[src/fhd_pkg.sv]
// Shared constants and carrier types for the fixed-head disc channel.
// Assumes a single 250 MHz controller clock; disc pins arrive asynchronously.
`default_nettype none
package fhd_pkg;
  // ------------------------------------------------------------
  // Host instruction decoding
  // ------------------------------------------------------------
  localparam logic [5:0] DEV_ADDR = 6'h12;      // Device address 22 octal
  localparam logic [3:0] FN_SKS_READY = 4'h0;
  localparam logic [3:0] FN_SKS_NOT_BUSY = 4'h1;
  localparam logic [3:0] FN_SKS_NO_DTE = 4'h2;
  localparam logic [3:0] FN_SKS_NO_AERR = 4'h3;
  localparam logic [3:0] FN_SKS_NO_INT = 4'h4;
  localparam logic [3:0] FN_OCP_SEL_CHAN = 4'h3;
  localparam logic [3:0] FN_OCP_STOP = 4'h4;
  localparam logic [3:0] FN_OCP_SEL_BUS = 4'h7;
  localparam logic [3:0] FN_INA_PLAIN = 4'h0;
  localparam logic [3:0] FN_INA_CLEAR = 4'h8;   // Function 10 octal
  localparam int WORD_W = 16;
  localparam int MASK_IDX = 8;                  // Accumulator bit 8, bit 1 is the MSB

  // ------------------------------------------------------------
  // Disc geometry and setup word fields
  // ------------------------------------------------------------
  localparam logic [11:0] CHARS_PER_TRACK = 12'hC00;  // 3072 character addresses
  localparam int TRACK_W = 6;                         // 64 tracks per surface
  localparam int UNIT_W = 3;
  localparam int UNITS = 8;
  localparam int SU_WRITE_IDX = 15;
  localparam int SU_UNIT_LSB = 8;
  localparam int SU_TRACK_LSB = 0;
  localparam int SU_CHAR_LSB = 0;
  localparam logic [2:0] LAST_CBIT = 3'h7;
  localparam logic [3:0] LAST_WBIT = 4'hF;
  localparam logic [3:0] GAP_END = 4'h8;
  localparam logic [6:0] HOLDOFF_BITS = 7'h46;        // 70 bit times
  localparam logic [2:0] TAIL_WR_CHARS = 3'h1;        // Ends after two more characters
  localparam logic [2:0] TAIL_RD_CHARS = 3'h0;        // Ends within one character

  typedef enum logic [2:0] {
    ST_IDLE = 3'b000,
    ST_SETUP1 = 3'b001,
    ST_SETUP2 = 3'b010,
    ST_SEARCH = 3'b011,
    ST_XFER = 3'b100,
    ST_RGAP = 3'b101,
    ST_WGAP = 3'b110,
    ST_TAIL = 3'b111
  } fhd_state_t;

  typedef struct packed {
    logic output_control_pulse;
    logic skip_on_status_instr;
    logic input_to_accumulator_instr;
    logic output_from_accumulator_instr;
    logic set_interrupt_mask_instr;
    logic [3:0] fn;
    logic [5:0] dev;
    logic [WORD_W-1:0] data;
  } fhd_cmd_t;

  typedef struct packed {
    logic skip;
    logic [WORD_W-1:0] data;
    logic program_interrupt_line;
    logic ready;
  } fhd_rsp_t;

  typedef struct packed {
    logic bit_clk;
    logic origin;
    logic rd_data;
    logic [UNITS-1:0] present;
    logic [UNITS-1:0] wr_dis;
  } fhd_disc_in_t;

  typedef struct packed {
    logic wr_data;
    logic wr_gate;
    logic [UNIT_W-1:0] unit;
    logic [TRACK_W-1:0] track;
  } fhd_disc_out_t;

  typedef struct packed {
    fhd_state_t state;
    fhd_disc_in_t p1;
    fhd_disc_in_t p2;
    logic clk_d;
    logic org_d;
    fhd_rsp_t rsp;
    fhd_disc_out_t dout;
    logic busy;
    logic ready;
    logic dma;
    logic write;
    logic aerr;
    logic dte;
    logic lost_sync;
    logic stop;
    logic mask;
    logic int_pend;
    logic buf_full;
    logic par;
    logic first_bit;
    logic [WORD_W-1:0] buf_w;
    logic [WORD_W-1:0] sh;
    logic [3:0] wbit;
    logic [2:0] cbit;
    logic [11:0] caddr;
    logic [11:0] start;
    logic [6:0] hold;
    logic [2:0] tail;
  } fhd_st_t;
endpackage
`default_nettype wire

[src/fhd_channel.sv]
// Fixed-head disc channel: host instruction decode, setup, search and serial record transfer.
// Host strobes are synchronous to CLK; disc pins are synchronised here.
// Operation
// - 8-bit characters, 3072 addresses, 64 tracks.
// - Serial word order is bit 1 first.
// - Record ends in gap carrying even parity.
// - Write fills two characters per output word.
// - Late output word ends write with gap.
// - Track origin stops transfer in both modes.
// - Late input word makes next character gap.
// - Set-mask loads mask from accumulator bit 8.
// - Input skips and transfers only when ready.
// - Output always skips; MSB written first.
// - Channel select pulse starts setup then data.
// - Bus select pulse starts setup then data.
// - Masked interrupt from not-busy; acknowledge clears.
// - Ready skip whenever a word is acceptable.
// - Busy from select to end or error.
// - Busy clears shortly after last word.
// - Read parity check sets transfer error.
// - Stop after lost sync flags timing error.
// - Access error clears busy, persists with condition.
// - Setup is select plus two output words.
// - No data exchange 70 bit times into search, except a write's first word.
`timescale 1ns/1ns
`default_nettype none

module fhd_channel (
  // Clock and reset
  input wire logic CLK,
  input wire logic NRST,
  // Host instruction strobes and channel end
  input wire fhd_pkg::fhd_cmd_t HOST_CMD,
  input wire logic CHAN_END,
  // Host answers
  output var fhd_pkg::fhd_rsp_t HOST_RSP,
  // Disc unit pins
  input wire fhd_pkg::fhd_disc_in_t DISC_IN,
  output var fhd_pkg::fhd_disc_out_t DISC_OUT
);
  // ------------------------------------------------------------
  // Reset release
  // ------------------------------------------------------------
  logic rst_s1_r;
  logic rst_n;

  // Asynchronous assert, release through two flops
  always_ff @(posedge CLK or negedge NRST) begin
    if (!NRST) begin
      rst_s1_r <= 1'b0;
      rst_n <= 1'b0;
    end else begin
      rst_s1_r <= 1'b1;
      rst_n <= rst_s1_r;
    end
  end

  // ------------------------------------------------------------
  // State and decode
  // ------------------------------------------------------------
  fhd_pkg::fhd_st_t s_r;
  fhd_pkg::fhd_st_t s_nxt;
  logic bit_stb;
  logic org_stb;
  logic rd_bit;
  logic hit;
  logic sel_hit;
  logic stop_ocp;
  logic stop_ev;
  logic aerr_cond;
  logic [fhd_pkg::WORD_W-1:0] rd_word;

  // Strobes come only from the second sync stage, never the first
  assign bit_stb = s_r.p2.bit_clk & ~s_r.clk_d;
  assign org_stb = s_r.p2.origin & ~s_r.org_d;
  assign rd_bit = s_r.p2.rd_data;
  assign rd_word = {s_r.sh[fhd_pkg::WORD_W-2:0], rd_bit};
  assign hit = HOST_CMD.dev == fhd_pkg::DEV_ADDR;
  assign sel_hit = HOST_CMD.output_control_pulse && hit && (HOST_CMD.fn == fhd_pkg::FN_OCP_SEL_CHAN ||
                   HOST_CMD.fn == fhd_pkg::FN_OCP_SEL_BUS);
  assign stop_ocp = HOST_CMD.output_control_pulse && hit && HOST_CMD.fn == fhd_pkg::FN_OCP_STOP;
  // Bus mode ends by the stop pulse, channel modes by channel end
  assign stop_ev = s_r.busy && ((stop_ocp && !s_r.dma) || (CHAN_END && s_r.dma));
  // Missing unit, write-locked unit or address beyond the track
  assign aerr_cond = !s_r.p2.present[s_r.dout.unit] ||
                     (s_r.write && s_r.p2.wr_dis[s_r.dout.unit]) ||
                     s_r.start >= fhd_pkg::CHARS_PER_TRACK;

  // Next-state logic: pins, host, disc sequencer, stop, select
  always_comb begin
    s_nxt = s_r;
    s_nxt.p1 = DISC_IN;
    s_nxt.p2 = s_r.p1;
    s_nxt.clk_d = s_r.p2.bit_clk;
    s_nxt.org_d = s_r.p2.origin;
    s_nxt.rsp.skip = 1'b0;

    // Character position from track origin
    if (org_stb) begin
      s_nxt.cbit = '0;
      s_nxt.caddr = '0;
    end else if (bit_stb) begin
      s_nxt.cbit = s_r.cbit + 3'h1;
      if (s_r.cbit == fhd_pkg::LAST_CBIT && s_r.caddr != fhd_pkg::CHARS_PER_TRACK) begin
        s_nxt.caddr = s_r.caddr + 12'h001;
      end
    end

    // Mask takes accumulator bit 8
    if (HOST_CMD.set_interrupt_mask_instr) begin
      s_nxt.mask = HOST_CMD.data[fhd_pkg::WORD_W-fhd_pkg::MASK_IDX];
    end

    // Status skips
    if (HOST_CMD.skip_on_status_instr && hit) begin
      case (HOST_CMD.fn)
        fhd_pkg::FN_SKS_READY: s_nxt.rsp.skip = s_r.ready;
        fhd_pkg::FN_SKS_NOT_BUSY: s_nxt.rsp.skip = !s_r.busy;
        fhd_pkg::FN_SKS_NO_DTE: s_nxt.rsp.skip = !s_r.dte;
        fhd_pkg::FN_SKS_NO_AERR: s_nxt.rsp.skip = !s_r.aerr;
        fhd_pkg::FN_SKS_NO_INT: s_nxt.rsp.skip = !s_r.rsp.program_interrupt_line;
        default: s_nxt.rsp.skip = 1'b0;
      endcase
    end

    // Output word: setup words first, then data into the buffer
    if (HOST_CMD.output_from_accumulator_instr && hit) begin
      s_nxt.rsp.skip = 1'b1;
      if (s_r.state == fhd_pkg::ST_SETUP1) begin
        s_nxt.write = HOST_CMD.data[fhd_pkg::SU_WRITE_IDX];
        s_nxt.dout.unit = HOST_CMD.data[fhd_pkg::SU_UNIT_LSB +: fhd_pkg::UNIT_W];
        s_nxt.dout.track = HOST_CMD.data[fhd_pkg::SU_TRACK_LSB +: fhd_pkg::TRACK_W];
        s_nxt.state = fhd_pkg::ST_SETUP2;
      end else if (s_r.state == fhd_pkg::ST_SETUP2) begin
        s_nxt.start = HOST_CMD.data[fhd_pkg::SU_CHAR_LSB +: $bits(s_nxt.start)];
        s_nxt.hold = fhd_pkg::HOLDOFF_BITS;
        s_nxt.state = fhd_pkg::ST_SEARCH;
        s_nxt.ready = s_r.write; // Write needs its first word before the search
      end else if (s_r.ready && s_r.write) begin
        s_nxt.buf_w = HOST_CMD.data;
        s_nxt.buf_full = 1'b1;
        s_nxt.ready = 1'b0;
      end
    end

    // Input word only when a word is waiting; parity taken as it leaves
    if (HOST_CMD.input_to_accumulator_instr && hit && (HOST_CMD.fn == fhd_pkg::FN_INA_PLAIN ||
        HOST_CMD.fn == fhd_pkg::FN_INA_CLEAR)) begin
      if (s_r.ready && !s_r.write && s_r.buf_full) begin
        s_nxt.rsp.skip = 1'b1;
        s_nxt.rsp.data = s_r.buf_w;
        s_nxt.buf_full = 1'b0;
        s_nxt.ready = 1'b0;
        s_nxt.par = s_r.par ^ (^s_r.buf_w);
      end
    end

    // Disc sequencer; buffer state is the one left by the host this cycle
    unique case (s_r.state)
      fhd_pkg::ST_IDLE, fhd_pkg::ST_SETUP1, fhd_pkg::ST_SETUP2: begin
        if (s_r.aerr && !aerr_cond) begin
          s_nxt.aerr = 1'b0;
        end
      end
      fhd_pkg::ST_SEARCH: begin
        // Holdoff only runs once a write has its first word
        if (bit_stb && s_r.hold != '0 && (!s_r.write || s_nxt.buf_full)) begin
          s_nxt.hold = s_r.hold - 7'h01;
        end
        if (s_r.write && s_nxt.buf_full) begin
          s_nxt.ready = 1'b0;
        end
        if (s_r.hold == '0 && s_r.cbit == '0 && s_r.caddr == s_r.start &&
            (!s_r.write || s_nxt.buf_full)) begin
          s_nxt.state = fhd_pkg::ST_XFER;
          s_nxt.wbit = '0;
          s_nxt.par = 1'b0;
          if (s_r.write) begin
            s_nxt.sh = s_nxt.buf_w;
            s_nxt.buf_full = 1'b0;
            s_nxt.ready = 1'b1;
          end
        end
      end
      fhd_pkg::ST_XFER: begin
        if (org_stb) begin
          s_nxt.lost_sync = 1'b1;
          s_nxt.ready = 1'b0;
          s_nxt.dout.wr_gate = 1'b0;
          s_nxt.state = fhd_pkg::ST_TAIL;
          s_nxt.tail = fhd_pkg::TAIL_RD_CHARS;
        end else if (bit_stb) begin
          s_nxt.wbit = s_r.wbit + 4'h1;
          if (s_r.write) begin
            // Bit 1 (MSB) leaves first
            s_nxt.dout.wr_gate = 1'b1;
            s_nxt.dout.wr_data = s_r.sh[fhd_pkg::WORD_W-1];
            s_nxt.par = s_r.par ^ s_r.sh[fhd_pkg::WORD_W-1];
            s_nxt.sh = {s_r.sh[fhd_pkg::WORD_W-2:0], 1'b0};
            if (s_r.wbit == fhd_pkg::LAST_WBIT) begin
              if (s_nxt.buf_full) begin
                s_nxt.sh = s_nxt.buf_w;
                s_nxt.buf_full = 1'b0;
                s_nxt.ready = !s_r.stop;
              end else begin
                // Late or absent word closes the record with a gap
                s_nxt.state = fhd_pkg::ST_WGAP;
                s_nxt.wbit = '0;
                s_nxt.ready = 1'b0;
                s_nxt.lost_sync = s_r.lost_sync | !s_r.stop;
              end
            end
          end else begin
            s_nxt.sh = rd_word;
            if (s_r.wbit == '0) begin
              s_nxt.first_bit = rd_bit;
            end
            if (s_r.wbit == fhd_pkg::LAST_WBIT) begin
              if (s_nxt.buf_full) begin
                // Untaken word: its first character is the gap
                s_nxt.dte = s_r.dte | (s_nxt.buf_w[fhd_pkg::WORD_W-1] != s_r.par);
                s_nxt.lost_sync = 1'b1;
                s_nxt.buf_full = 1'b0;
                s_nxt.ready = 1'b0;
                s_nxt.state = fhd_pkg::ST_TAIL;
                s_nxt.tail = fhd_pkg::TAIL_RD_CHARS;
              end else begin
                s_nxt.buf_w = rd_word;
                s_nxt.buf_full = 1'b1;
                s_nxt.ready = 1'b1;
              end
            end
          end
        end
      end
      fhd_pkg::ST_RGAP: begin
        if (bit_stb) begin
          s_nxt.dte = s_r.dte | (rd_bit != s_r.par);
          s_nxt.state = fhd_pkg::ST_TAIL;
          s_nxt.tail = fhd_pkg::TAIL_RD_CHARS;
        end
      end
      fhd_pkg::ST_WGAP: begin
        // One full character: parity bit then seven zero bits
        if (bit_stb) begin
          s_nxt.wbit = s_r.wbit + 4'h1;
          s_nxt.dout.wr_data = (s_r.wbit == '0) ? s_r.par : 1'b0;
          if (s_r.wbit == fhd_pkg::GAP_END) begin
            s_nxt.dout.wr_gate = 1'b0;
            s_nxt.state = fhd_pkg::ST_TAIL;
            s_nxt.tail = fhd_pkg::TAIL_WR_CHARS;
          end
        end
      end
      fhd_pkg::ST_TAIL: begin
        if (bit_stb && s_r.cbit == fhd_pkg::LAST_CBIT) begin
          if (s_r.tail == '0) begin
            s_nxt.busy = 1'b0;
            s_nxt.state = fhd_pkg::ST_IDLE;
          end else begin
            s_nxt.tail = s_r.tail - 3'h1;
          end
        end
      end
    endcase

    // Access error aborts search or transfer
    if ((s_r.state == fhd_pkg::ST_SEARCH || s_r.state == fhd_pkg::ST_XFER) && aerr_cond) begin
      s_nxt.aerr = 1'b1;
      s_nxt.busy = 1'b0;
      s_nxt.ready = 1'b0;
      s_nxt.dout.wr_gate = 1'b0;
      s_nxt.state = fhd_pkg::ST_IDLE;
    end

    // Stop or channel end; a late stop after lost sync is a timing error
    if (stop_ocp) begin
      s_nxt.int_pend = 1'b0;
    end
    if (stop_ev) begin
      s_nxt.dte = s_nxt.dte | s_r.lost_sync;
      s_nxt.stop = 1'b1;
      s_nxt.ready = 1'b0;
      if (s_nxt.state == fhd_pkg::ST_XFER && !s_r.write) begin
        if (s_r.wbit != '0) begin
          s_nxt.dte = s_nxt.dte | (s_r.first_bit != s_r.par);
          s_nxt.state = fhd_pkg::ST_TAIL;
          s_nxt.tail = fhd_pkg::TAIL_RD_CHARS;
        end else begin
          s_nxt.state = fhd_pkg::ST_RGAP;
        end
      end
    end

    // Either select restarts the channel for setup words
    if (sel_hit) begin
      s_nxt.state = fhd_pkg::ST_SETUP1;
      s_nxt.busy = 1'b1;
      s_nxt.ready = 1'b1;
      s_nxt.dma = HOST_CMD.fn == fhd_pkg::FN_OCP_SEL_CHAN;
      s_nxt.dte = 1'b0;
      s_nxt.aerr = 1'b0;
      s_nxt.lost_sync = 1'b0;
      s_nxt.stop = 1'b0;
      s_nxt.int_pend = 1'b0;
      s_nxt.buf_full = 1'b0;
      s_nxt.dout.wr_gate = 1'b0;
    end

    // Falling busy raises the request; it beats an acknowledge in the same cycle
    if (s_r.busy && !s_nxt.busy) begin
      s_nxt.int_pend = 1'b1;
    end
    s_nxt.rsp.program_interrupt_line = s_nxt.int_pend & s_nxt.mask;
    s_nxt.rsp.ready = s_nxt.ready;
  end

  // Whole state in one register
  always_ff @(posedge CLK or negedge rst_n) begin
    if (!rst_n) begin
      s_r <= '0;
    end else begin
      s_r <= s_nxt;
    end
  end

  assign HOST_RSP = s_r.rsp;
  assign DISC_OUT = s_r.dout;
endmodule

`default_nettype wire

[config.mk]
export PLATFORM = sky130hd
export DESIGN_NAME = fhd_channel
export DESIGN_NICKNAME = d
export VERILOG_FILES = /design/src/fhd_pkg.sv /design/src/fhd_channel.sv
export SDC_FILE = /design/constraint.sdc
export NUM_CORES = 1
export LEC_CHECK = 0
export BUFFER_PORTS_ARGS = -buffer_cell sky130_fd_sc_hd__buf_2
export CORE_AREA = 4 4 141 244
export CTS_CLUSTER_DIAMETER = 150
export CTS_CLUSTER_SIZE = 8
export DETAILED_ROUTE_END_ITERATION = 16
export DIE_AREA = 0 0 145 248
export PLACE_DENSITY_LB_ADDON = 0.15
export SETUP_SLACK_MARGIN = 0.2
export SLEW_MARGIN = 20
export SYNTH_ARGS = -nofsm -noshare
export SYNTH_HDL_FRONTEND = slang
export SYNTH_SLANG_ARGS = --single-unit
[constraint.sdc]
create_clock -name CLK -period 5.95 [get_ports CLK]
set_input_delay 0.595 -clock CLK [delete_from_list [all_inputs] [get_ports CLK]]
set_output_delay 0.595 -clock CLK [all_outputs]
set_load 0.02 [all_outputs]
Word level (Yosys, flattened, before mapping). Index checks and enable logic that the tools add are counted.

Shift operators: 0. Equality and inequality tests: 34. Bitwise operators: 15. Multiplexer cells: 144. Multipliers: 0. Divide/modulo/power cells: 0. $add $sub $neg: 5. Reduce and logical (&&, ||, !) cells: 77. $lt $le $gt $ge: 2.

Operator list (number): $mux W16 (10); $mux W3 (34); $mux W39 (2); $mux W1 (58); $mux W17 (3); $mux W20 (2); $mux W7 (5); $pmux W16 S2 (1); $mux W15 (2); $reduce_and A5 Y1 (6); $logic_and A1 B1 Y1 (26); $mux W2 (12); $eq A3 B3 Y1 const B (6); $mux W4 (4); $reduce_xor A16 Y1 (1); $pmux W3 S5 (1); $reduce_bool A3 Y1 (5); $add A12 B1 Y12 const B (1); $eq A12 B12 Y1 (1); $eq A4 B4 Y1 const B (3); $ge A12 B12 Y1 const B (1); $mux W12 (1); $ne A12 B12 Y1 const B (1); $ne A2 B2 Y1 const B (6); 35 further kinds (85).

Memories kept: 0. RAM bits: 0. Register bits after elaboration: 160. Word-level logic and storage cells: 320. Latch bits: 0. ROM bits: 0.

Depth between registers and ports, before layout. Gate-level depths: netlist (run 1).

Depth after elaboration: 20. Gate-level depth with buffers: 11. Gate-level depth less buffers: 9.

Least setup slack after synthesis (run 1). OpenSTA, ideal clock, no wires.

Path kind: input-to-reg. Start: in HOST_CMD[16] (netlist name). End: reg s_r, in the netlist rd_word[12]. Data required time: 5831 ps. Stages: 9. Arrival: 2372 ps. Buffers on the path: 2. Path slack: 3459 ps. Cells stage by stage: nor4b_4 > o2111a_1 > buf_4 > o21ba_4 > a31oi_1 > a211oi_2 > buf_4 > o221ai_1 > o21a_1.

Cells in the longest elaborated chain, start to end: 11. Elaborated cells between the ends (all ways): 20.

Ends and longest elaborated chain: start, declared (line fhd_channel.sv:33) `input wire fhd_pkg::fhd_cmd_t HOST_CMD,`; $eq A6 B5 Y1 * (line fhd_channel.sv:78) `assign hit = HOST_CMD.dev == fhd_pkg::DEV_ADDR;`; $logic_and A1 B1 Y1 (line fhd_channel.sv:127) `if (HOST_CMD.output_from_accumulator_instr && hit) begin`; $mux W1 (line fhd_channel.sv:127); $mux W2 (line fhd_channel.sv:149) `if (s_r.ready && !s_r.write && s_r.buf_full) begin`; $mux W2 (line fhd_channel.sv:147) `if (HOST_CMD.input_to_accumulator_instr && hit && (HOST_CMD.fn == fhd_pkg::FN_INA_PLAIN ||`; $mux W16 (line fhd_channel.sv:201) `if (s_nxt.buf_full) begin`; $mux W20 (line fhd_channel.sv:200) `if (s_r.wbit == fhd_pkg::LAST_WBIT) begin`; $mux W16 (line fhd_channel.sv:194) `if (s_r.write) begin`; $mux W39 (line fhd_channel.sv:192) `end else if (bit_stb) begin`; $mux W39 (line fhd_channel.sv:186) `if (org_stb) begin`; $pmux W16 S2 (line fhd_channel.sv:159) `unique case (s_r.state)`; end signal, assigned (line fhd_channel.sv:323) `s_r <= s_nxt;`; end, declared (line fhd_channel.sv:61) `fhd_pkg::fhd_st_t s_r;`.

Every way passes the cells marked *; elsewhere a longest branch is shown, timed or not. The select of a mux whose other input is x is not followed. A chain may end at the register's enable or synchronous reset.

==> reports/qor.yml, run 1 <==
outcome: "complete, no violations"
yosysTopAreaCell: "dfrtp_1"
wl_per_cell_um: 18.4
cp.required_ns: 6.28
clkPwrFrac_pct: 41.2
ys_seq_area_share_pct: 50.1
netlist_top_cells_area: "dfrtp_1, mux2_2, nand2_1"
cts_tree: "built"
p_sw_mw: 0.813
antenna_found_initial: 0
syn_nets: 845
drt_wl_total_mm: 22.8
tightest_slew_ns: 0.931
drtIter0Drc: 317
post_cts_resized: 0
power_density_mw_per_mm2: 310
yosys_most_used_dff: "dfrtp_1"
drive_gt1_share_pct: 21.1
cts-root-buf: "clkbuf_16"
critPathMaxFanout: 31
timing.fmax_ghz: 0.309
swShare_pct: 28.2
rsz0062_at_grt: "false"
die-area_mm2: 0.0360
maxCapViolCount: 0
yosysWarningCount: 0
fin_skew_ns: 0.0122
routed_via_density: 4.71
hold_viol_final: 0
timing.final.crit_share_pct: 54.4
cts_setup_buffers: 0
start_util_pct: 24.7
ys_ff_latch: 160
grt_usage_pct: 13.1
finalSetupTns_ns: 0
synthToLayoutAreaGrowth_pct: 16.1
endpoint_kind: "flop"
hold_ws_ns: 0.253
grt_pass1_wl_mm: 36.1
grt_max_degree: 60
setup_viol: 0
die-width_um: 145
grt_pass1_vias: 6173
multi_input_area_mm2: 0.00356
ff_latch_area_mm2: 0.00401
firstDrtPassIters: 4
cp-start-kind: "flop"
overflow: 0
antenna_left: 0
layout_common_cells: "dfrtp_1, nand2_1, buf_2"
drcViolationCount: 0
clockBufferDepth: 2
coreArea_mm2: 0.0323
path_clk_slew_ns: 0.07
htree_levels: 4
hold_path_class: "input pin to flop"
n_antenna_cell: 0
routabilityCongestion: 0.801
slew_viol_final: 0
pwr-share-seq_pct: 45.9
synth_edf_count: 0
yosysTopAreaCellShare_pct: 50.1
layout_commonest_cell: "dfrtp_1"
io_pins: 83
synth_cell_types: 67
syn_area_mm2: 0.00800
async_reset_ff_share_pct: 100
comb_power_share_pct: 12.9
fin_util_pct: 28.7
fin_crit_ns: 3.24
io_buffers: 82
leakage_nw: 4.05
via_count: 5836
arrival_ns: 3.57
syn_avg_cell_area_um2: 10.3
cts-buffers-inserted: 17
syn_inst: 779
fillers: 3350
nNetsFinal: 893
die_h_um: 248
cts.sinks: 160
vdd_ir_drop_max_v: 0.000257
worst-setup-path-type: "flop to flop"
slew_headroom_pct: 37.7
clk_latency_ns: 0.45
internal_power_mw: 2.07
dp_hpwl_mm: 16.3
rows: 87
[cells in the mapped netlist, drive strengths merged (16+ instances only)]
| master | instances |
|---|---|
| dfrtp | 160 |
| nand2 | 84 |
| nor2 | 71 |
| a21oi | 54 |
| buf | 38 |
| xnor2 | 33 |
| clkbuf | 30 |
| mux2 | 29 |
| o21ai | 27 |
| mux2i | 22 |
| nand3 | 18 |
| o21a | 17 |
| o221ai | 16 |
[worst max-delay path, stage by stage (launching register included)]
cell and delay, ns:
dfrtp_1 0.78, nor2b_1 0.43, nor2b_1 0.22, nand2_1 0.49
nor3_1 0.55, o21ai_2 0.09, buf_4 0.25, mux2_2 0.30
[cell type report]
cell class              count  share of cell area, %
inverters                  15                  0.606
clock inverters            13                   1.90
repair buffers             97                   5.70
multi-input cells         536                   38.4
well taps                 400                   5.39
flip-flops and latches    160                   43.2
clock buffers              19                   4.88
[stage by stage]
step           std cells  worst slack [ns]  power [mW]  cell area, µm²
3_3_place_gp        1206              2.19        1.72            8640
4_1_cts             1240              2.72        2.94            9290
6_report            1240              2.71        2.88            9290
3_5_place_dp        1207              2.50        1.72            8650
5_1_grt             1240              2.49        3.03            9290
2_1_floorplan        779              1.16        1.60            8000
[final timing paths]
check                      cells after the start            to        from  slack (ns)
max in group asynchronous                      1    s_nxt[135]       rst_n        4.41
max reg2reg                                    7       s_r[71]    s_r[158]        2.71
min                                            1    s_nxt[124]  DISC_IN[6]        0.25
min in group asynchronous                      0  HOST_RSP[16]       rst_n        0.33
max                                            7       s_r[71]    s_r[158]        2.71
min reg2reg                                    0  HOST_RSP[16]       rst_n        0.33
[metal layers]
layer,vias up,wire (µm),track usage [%]
met5,-,0,0
met4,0,634,5.26
met3,31,631,2.74
met2,118,12300,24.2
met1,2877,9300,14.7
li1,2810,-,-
[what timing repair did]
| item | 4_1_cts | 5_1_grt |
|---|---|---|
| endpoints found under the setup margin | 0 | 0 |
| hold endpoints to repair | 2 | 0 |
| hold buffers | 1 | 0 |
[cells by family after synthesis]
family	count (synthesis)	share of synthesized area, %
compound gates	161	13.5
xor+xnor	45	4.93
fa+ha+maj	13	2.03
buf+inv	83	5.54
flops	160	50.1
mux	53	7.40
other cells	1	0.0469
simple gates	263	16.5
[registers in the layout, indices dropped and copies added, names as in the netlist]
name and cells:
s_r 92, rd_bit 1, rd_word 15, rst_n 1, rst_s1_r 1, HOST_RSP 18
s_nxt 21, DISC_OUT 11
[power by group through the flow]
stage	clock, mW	sequential (mW)	combinational, mW
after floorplan	0	1.29	0.310
after global placement	0	1.34	0.373
after detailed placement	0	1.34	0.379
after CTS	1.23	1.32	0.380
after global routing	1.28	1.34	0.418
final	1.19	1.32	0.373
No activity file was read; power rests on OpenSTA's default activity.
==> inputs of run 2 (changes only) <==
==> constraint.sdc (replaced) <==
create_clock -name CLK -period 3 [get_ports CLK]
set_input_delay 0.3 -clock CLK [delete_from_list [all_inputs] [get_ports CLK]]
set_output_delay 0.3 -clock CLK [all_outputs]
set_load 0.02 [all_outputs]
==> run 2 against run 1 <==
Against the previous run:
- combinational power grew 120%
- highest routed layer unchanged
- die area did not move
- worst setup slack worse by 2.3 ns
- worst hold slack got worse by 0.13 ns
- non-clock buffer count up 35
==> reports/qor.yml, run 2 (synthesis gave the netlist of run 1 again) <==
clkPwrFrac_pct: 39.1
routabilityCongestion: 0.812
overflow: 0
final_cell_area_mm2: 0.00962
outcome: "complete, no violations"
critPathMaxStageDelay_ns: 0.50
cts_tree: "built"
grt-busiest-layer: "met2"
critPathMaxFanout: 8
endpoint_kind: "flop"
cp.required_ns: 3.38
layout_common_cells: "dfrtp_1, nand2_1, buf_2"
rrSetupSlack_ns: 0.38
io_buffers: 82
cts.sinks: 160
use_met2_pct: 23.6
clk_latency_ns: 0.44
io_pins: 83
cts-root-buf: "clkbuf_16"
rsz0062_at_grt: "false"
cp-startpoint: "DISC_OUT[6]"
use_met1_pct: 15.6
largest_reg_flops: 92
routed_via_density: 4.71
antenna_found_initial: 0
clockBufferDepth: 2
vdd_ir_drop_max_v: 0.000408
slew_headroom_pct: 58.5
setup_viol: 0
antenna_left: 0
timing.final.crit_share_pct: 87.5
p_sw_mw: 1.58
via_count: 6011
rows: 87
slew_viol_final: 0
endpoint: "s_r[80]"
drtIter0Drc: 304
start_util_pct: 24.7
wl_per_cell_um: 18.3
crit_chain: "mux4_2, nor2_1, a211oi_1, a21oi_1, buf_4, nor4_2, and4_2, a31o_1"
internal_power_mw: 4.02
path_clk_slew_ns: 0.07
swShare_pct: 28.3
r2r.worst_path.cells: 8
n_antenna_cell: 0
fin_crit_ns: 2.62
nNetsFinal: 928
comb_power_share_pct: 14.7
maxCapViolCount: 0
arrival_ns: 3.00
grt_pass1_wl_mm: 37.3
grt_usage_pct: 13.5
leakage_nw: 4.21
die-area_mm2: 0.0360
htree_levels: 4
drcViolationCount: 0
use_met3_pct: 2.56
synthToLayoutAreaGrowth_pct: 20.3
top_register: "s_r"
worst-setup-path-type: "flop to flop"
drt_wl_total_mm: 23.3
worstReg2RegStart: "DISC_OUT[6]"
cts-buffers-inserted: 17
layout_commonest_cell: "dfrtp_1"
dp_hpwl_mm: 16.8
power_density_mw_per_mm2: 583
timing.fmax_ghz: 0.381
coreArea_mm2: 0.0323
pwr-share-seq_pct: 46.2
cp_slowest_cell: "a211oi_1"
die-width_um: 145
finalSetupTns_ns: 0
regToRegEndpoint: "s_r[80]"
firstDrtPassIters: 4
fin_skew_ns: 0.00644
cp-start-kind: "flop"
hold_path_class: "input pin to flop"
grt_pass1_vias: 6339
tightest_slew_ns: 0.622
hold_viol_final: 0
drive_gt1_share_pct: 21.7
placed_cell_area_mm2: 0.00884
grt_max_degree: 69
die_h_um: 248
-- run 2: how the worst min path moves through the flow --
stage,cells past startpoint,slack [ns],start,to
final,2,0.12,HOST_CMD[26],s_r[77]
after global routing,2,0.10,HOST_CMD[26],s_r[77]
after CTS,2,0.09,HOST_CMD[26],s_r[77]
after detailed placement,1,0.09,NRST,rst_s1_r
after global placement,1,0.09,NRST,rst_s1_r
after floorplan,0,0.004,NRST,rst_n
-- run 2: per-layer routing --
layer | share of wire (%) | vias to the layer above
li1 | - | 2880
met1 | 41 | 2966
met2 | 52 | 122
met3 | 3.1 | 43
met4 | 4.2 | 0
met5 | 0 | -
-- run 2: power groups by stage --
| stage | clock network [mW] | logic, mW | registers (mW) |
|---|---|---|---|
| floorplan | 0 | 0.616 | 2.56 |
| global placement | 0 | 0.804 | 2.63 |
| detailed placement | 0 | 0.811 | 2.64 |
| CTS | 2.30 | 0.834 | 2.60 |
| global route | 2.38 | 0.914 | 2.62 |
| finish | 2.19 | 0.821 | 2.59 |
-- run 2: per-stage QoR --
step                util (%)  hold WS [ns]  instances  worst slack (ns)  total power, mW
floorplan                  -       0.00441        779             0.351             3.18
finish                  29.8         0.120       1275             0.375             5.60
detailed placement      27.3        0.0892       1223             0.278             3.45
CTS                     29.7        0.0857       1275             0.270             5.73
global placement        27.3        0.0872       1223             0.305             3.44
global route            29.8         0.102       1275             0.250             5.91
-- run 2: final cells by class --
cell class	instances	area (µm²)
tap	400	500
clock inverter	11	131
multi-input combinational	536	3560
sequential	160	4010
fill	3337	22700
clock buffer	21	450
inverter	15	56.3
timing repair buffer	132	911
-- run 2: worst max-delay path: cells and delay by family, from the launching register on --
kind | cells | cell delay (ns)
AO/OA/AOI/OAI | 3 | 0.78
flip-flops | 1 | 0.49
buffers and inverters | 1 | 0.19
AND/OR/NAND/NOR | 3 | 0.72
multiplexers | 1 | 0.38
-- run 2: repair_timing --
item,in CTS,in global routing
buffers inserted,0,0
setup endpoints to repair,0,4
gates resized for setup,0,1
hold endpoints to repair,21,0
hold buffers,20,0
==> inputs of run 3 (changes only) <==
==> constraint.sdc (replaced) <==
create_clock -name CLK -period 2.4 [get_ports CLK]
set_input_delay 0.24 -clock CLK [delete_from_list [all_inputs] [get_ports CLK]]
set_output_delay 0.24 -clock CLK [all_outputs]
set_load 0.02 [all_outputs]
==> run 3 against run 2 <==
Against the previous run:
- core utilization is 2.8 points higher
- flip-flop and latch count stayed put
- sequential share of layout area is 3.6 points lower
- total power is 28% higher
- clock-buffer cell count is 4 lower
- clock power is 21% higher
- final area is 9.5% higher
- critical endpoint is now rd_word[1]
- largest power group unchanged
- highest routed layer unchanged
==> reports/qor.yml, run 3 (synthesis gave the netlist of run 1 again) <==
outcome: "complete, no violations"
final_cell_area_mm2: 0.0105
wl_met3_um: 805
die-width_um: 145
grt_pass1_wl_mm: 38.7
drt_wl_total_mm: 25.4
drtIter0Drc: 254
arrival_ns: 2.67
top_register: "s_r"
io_pins: 83
tightest_slew_ns: 0.733
drcViolationCount: 0
coreArea_mm2: 0.0323
timing.final.crit_share_pct: 97.3
synthToLayoutAreaGrowth_pct: 31.8
route.met2.wl_mm: 14.0
cts.sinks: 160
cts-root-buf: "clkbuf_16"
layout_commonest_cell: "dfrtp_1"
slew_headroom_pct: 51.1
grt_max_degree: 53
via_count: 6316
clk_latency_ns: 0.44
hold_path_class: "input pin to flop"
antenna_left: 0
fin_crit_ns: 2.34
antenna_found_initial: 0
io_buffers: 82
maxCapViolCount: 0
endpoint_kind: "flop"
dp_hpwl_mm: 18.0
cp-start-kind: "flop"
grt_usage_pct: 14.0
cts-buffers-inserted: 17
critPathMaxFanout: 8
drive_gt1_share_pct: 32.4
setup_viol: 0
start_util_pct: 24.7
die-area_mm2: 0.0360
timing.fmax_ghz: 0.428
overflow: 0
leakage_nw: 4.65
routed_via_density: 4.67
grt_pass1_vias: 6630
hold_ws_ns: 0.0608
fin_skew_ns: 0.0109
rows: 87
rsz0062_at_grt: "true"
routabilityCongestion: 0.808
highest_layer: "met4"
cts_tree: "built"
power_density_mw_per_mm2: 682
clockBufferDepth: 2
nNetsFinal: 1006
fillers: 3293
path_clk_slew_ns: 0.07
die_h_um: 248
wl_per_cell_um: 18.8
htree_levels: 4
largest_reg_flops: 92
vdd_ir_drop_max_v: 0.000529
placed_cell_area_mm2: 0.00923
slew_viol_final: 0
hold_viol_final: 0
firstDrtPassIters: 6
wl_met1_mm: 9.90
n_antenna_cell: 0
worst-setup-path-type: "flop to flop"
layout_common_cells: "dfrtp_1, buf_4, nand2_1"
cp.required_ns: 2.73
## run 3: stage by stage
step | std cells | power (mW) | worst slack, ns | TNS [ns] | utilization, %
3_3_place_gp | 1274 | 4.37 | -0.112 | -0.449 | 28.6
4_1_cts | 1346 | 7.22 | 0.136 | 0 | 31.9
5_1_grt | 1353 | 7.56 | -0.0705 | -0.787 | 32.6
6_report | 1353 | 7.18 | 0.0640 | 0 | 32.6
3_5_place_dp | 1274 | 4.37 | -0.191 | -0.767 | 28.6
2_1_floorplan | 779 | 3.97 | 0.238 | 0 | -
## run 3: what timing repair did
action,CTS,global route
pin swaps,6,10
gates resized for setup,25,30
buffers inserted,18,4
gates cloned,2,3
hold buffers,20,0
endpoints found under the hold margin,21,0
endpoints found under the setup margin,34,41
## run 3: worst paths after layout
check	start	to	slack, ns	cells past startpoint
worst max-delay path	s_r[3]	rd_word[1]	0.06	12
worst min-delay path	HOST_CMD[26]	s_r[77]	0.06	2
worst max register to register	s_r[3]	rd_word[1]	0.06	12
worst min register to register	s_nxt[125]	s_r[125]	0.34	0
max in group asynchronous	rst_n	s_r[5]	1.30	1
min in group asynchronous	NRST	rst_n	0.12	2
## run 3: cell type report
type	count	area, µm²	area share [%]
multi-input combinational	536	3790	36.0
sequential	160	4010	38.1
clock buffer	17	425	4.04
timing repair buffer	210	1600	15.2
clock inverter	15	144	1.37
inverter	15	56.3	0.534
tap	400	500	4.75
## run 3: critical path, stage by stage, from the launching register on
cell	delay, ns
dfrtp_1	0.39
inv_2	0.08
ha_4	0.13
nor4b_4	0.19
nand4_1	0.19
nor4_4	0.24
buf_4	0.18
a31oi_4	0.10
a211oi_4	0.18
buf_6	0.16
clkbuf_16	0.15
o221ai_1	0.10
o21a_1	0.12
## run 3: metal layers
layer / GRT usage, % / vias up
met2: 26.7 / 133
met1: 15.5 / 3109
li1: - / 3037
met5: 0 / -
met3: 2.41 / 37
met4: 5.51 / 0
## run 3: where the power goes
group	leakage [nW]	internal [mW]	switching [mW]
logic	2.33	0.649	0.644
registers	2.04	2.97	0.257
clock network	0.280	1.38	1.29
total	4.65	5.00	2.19
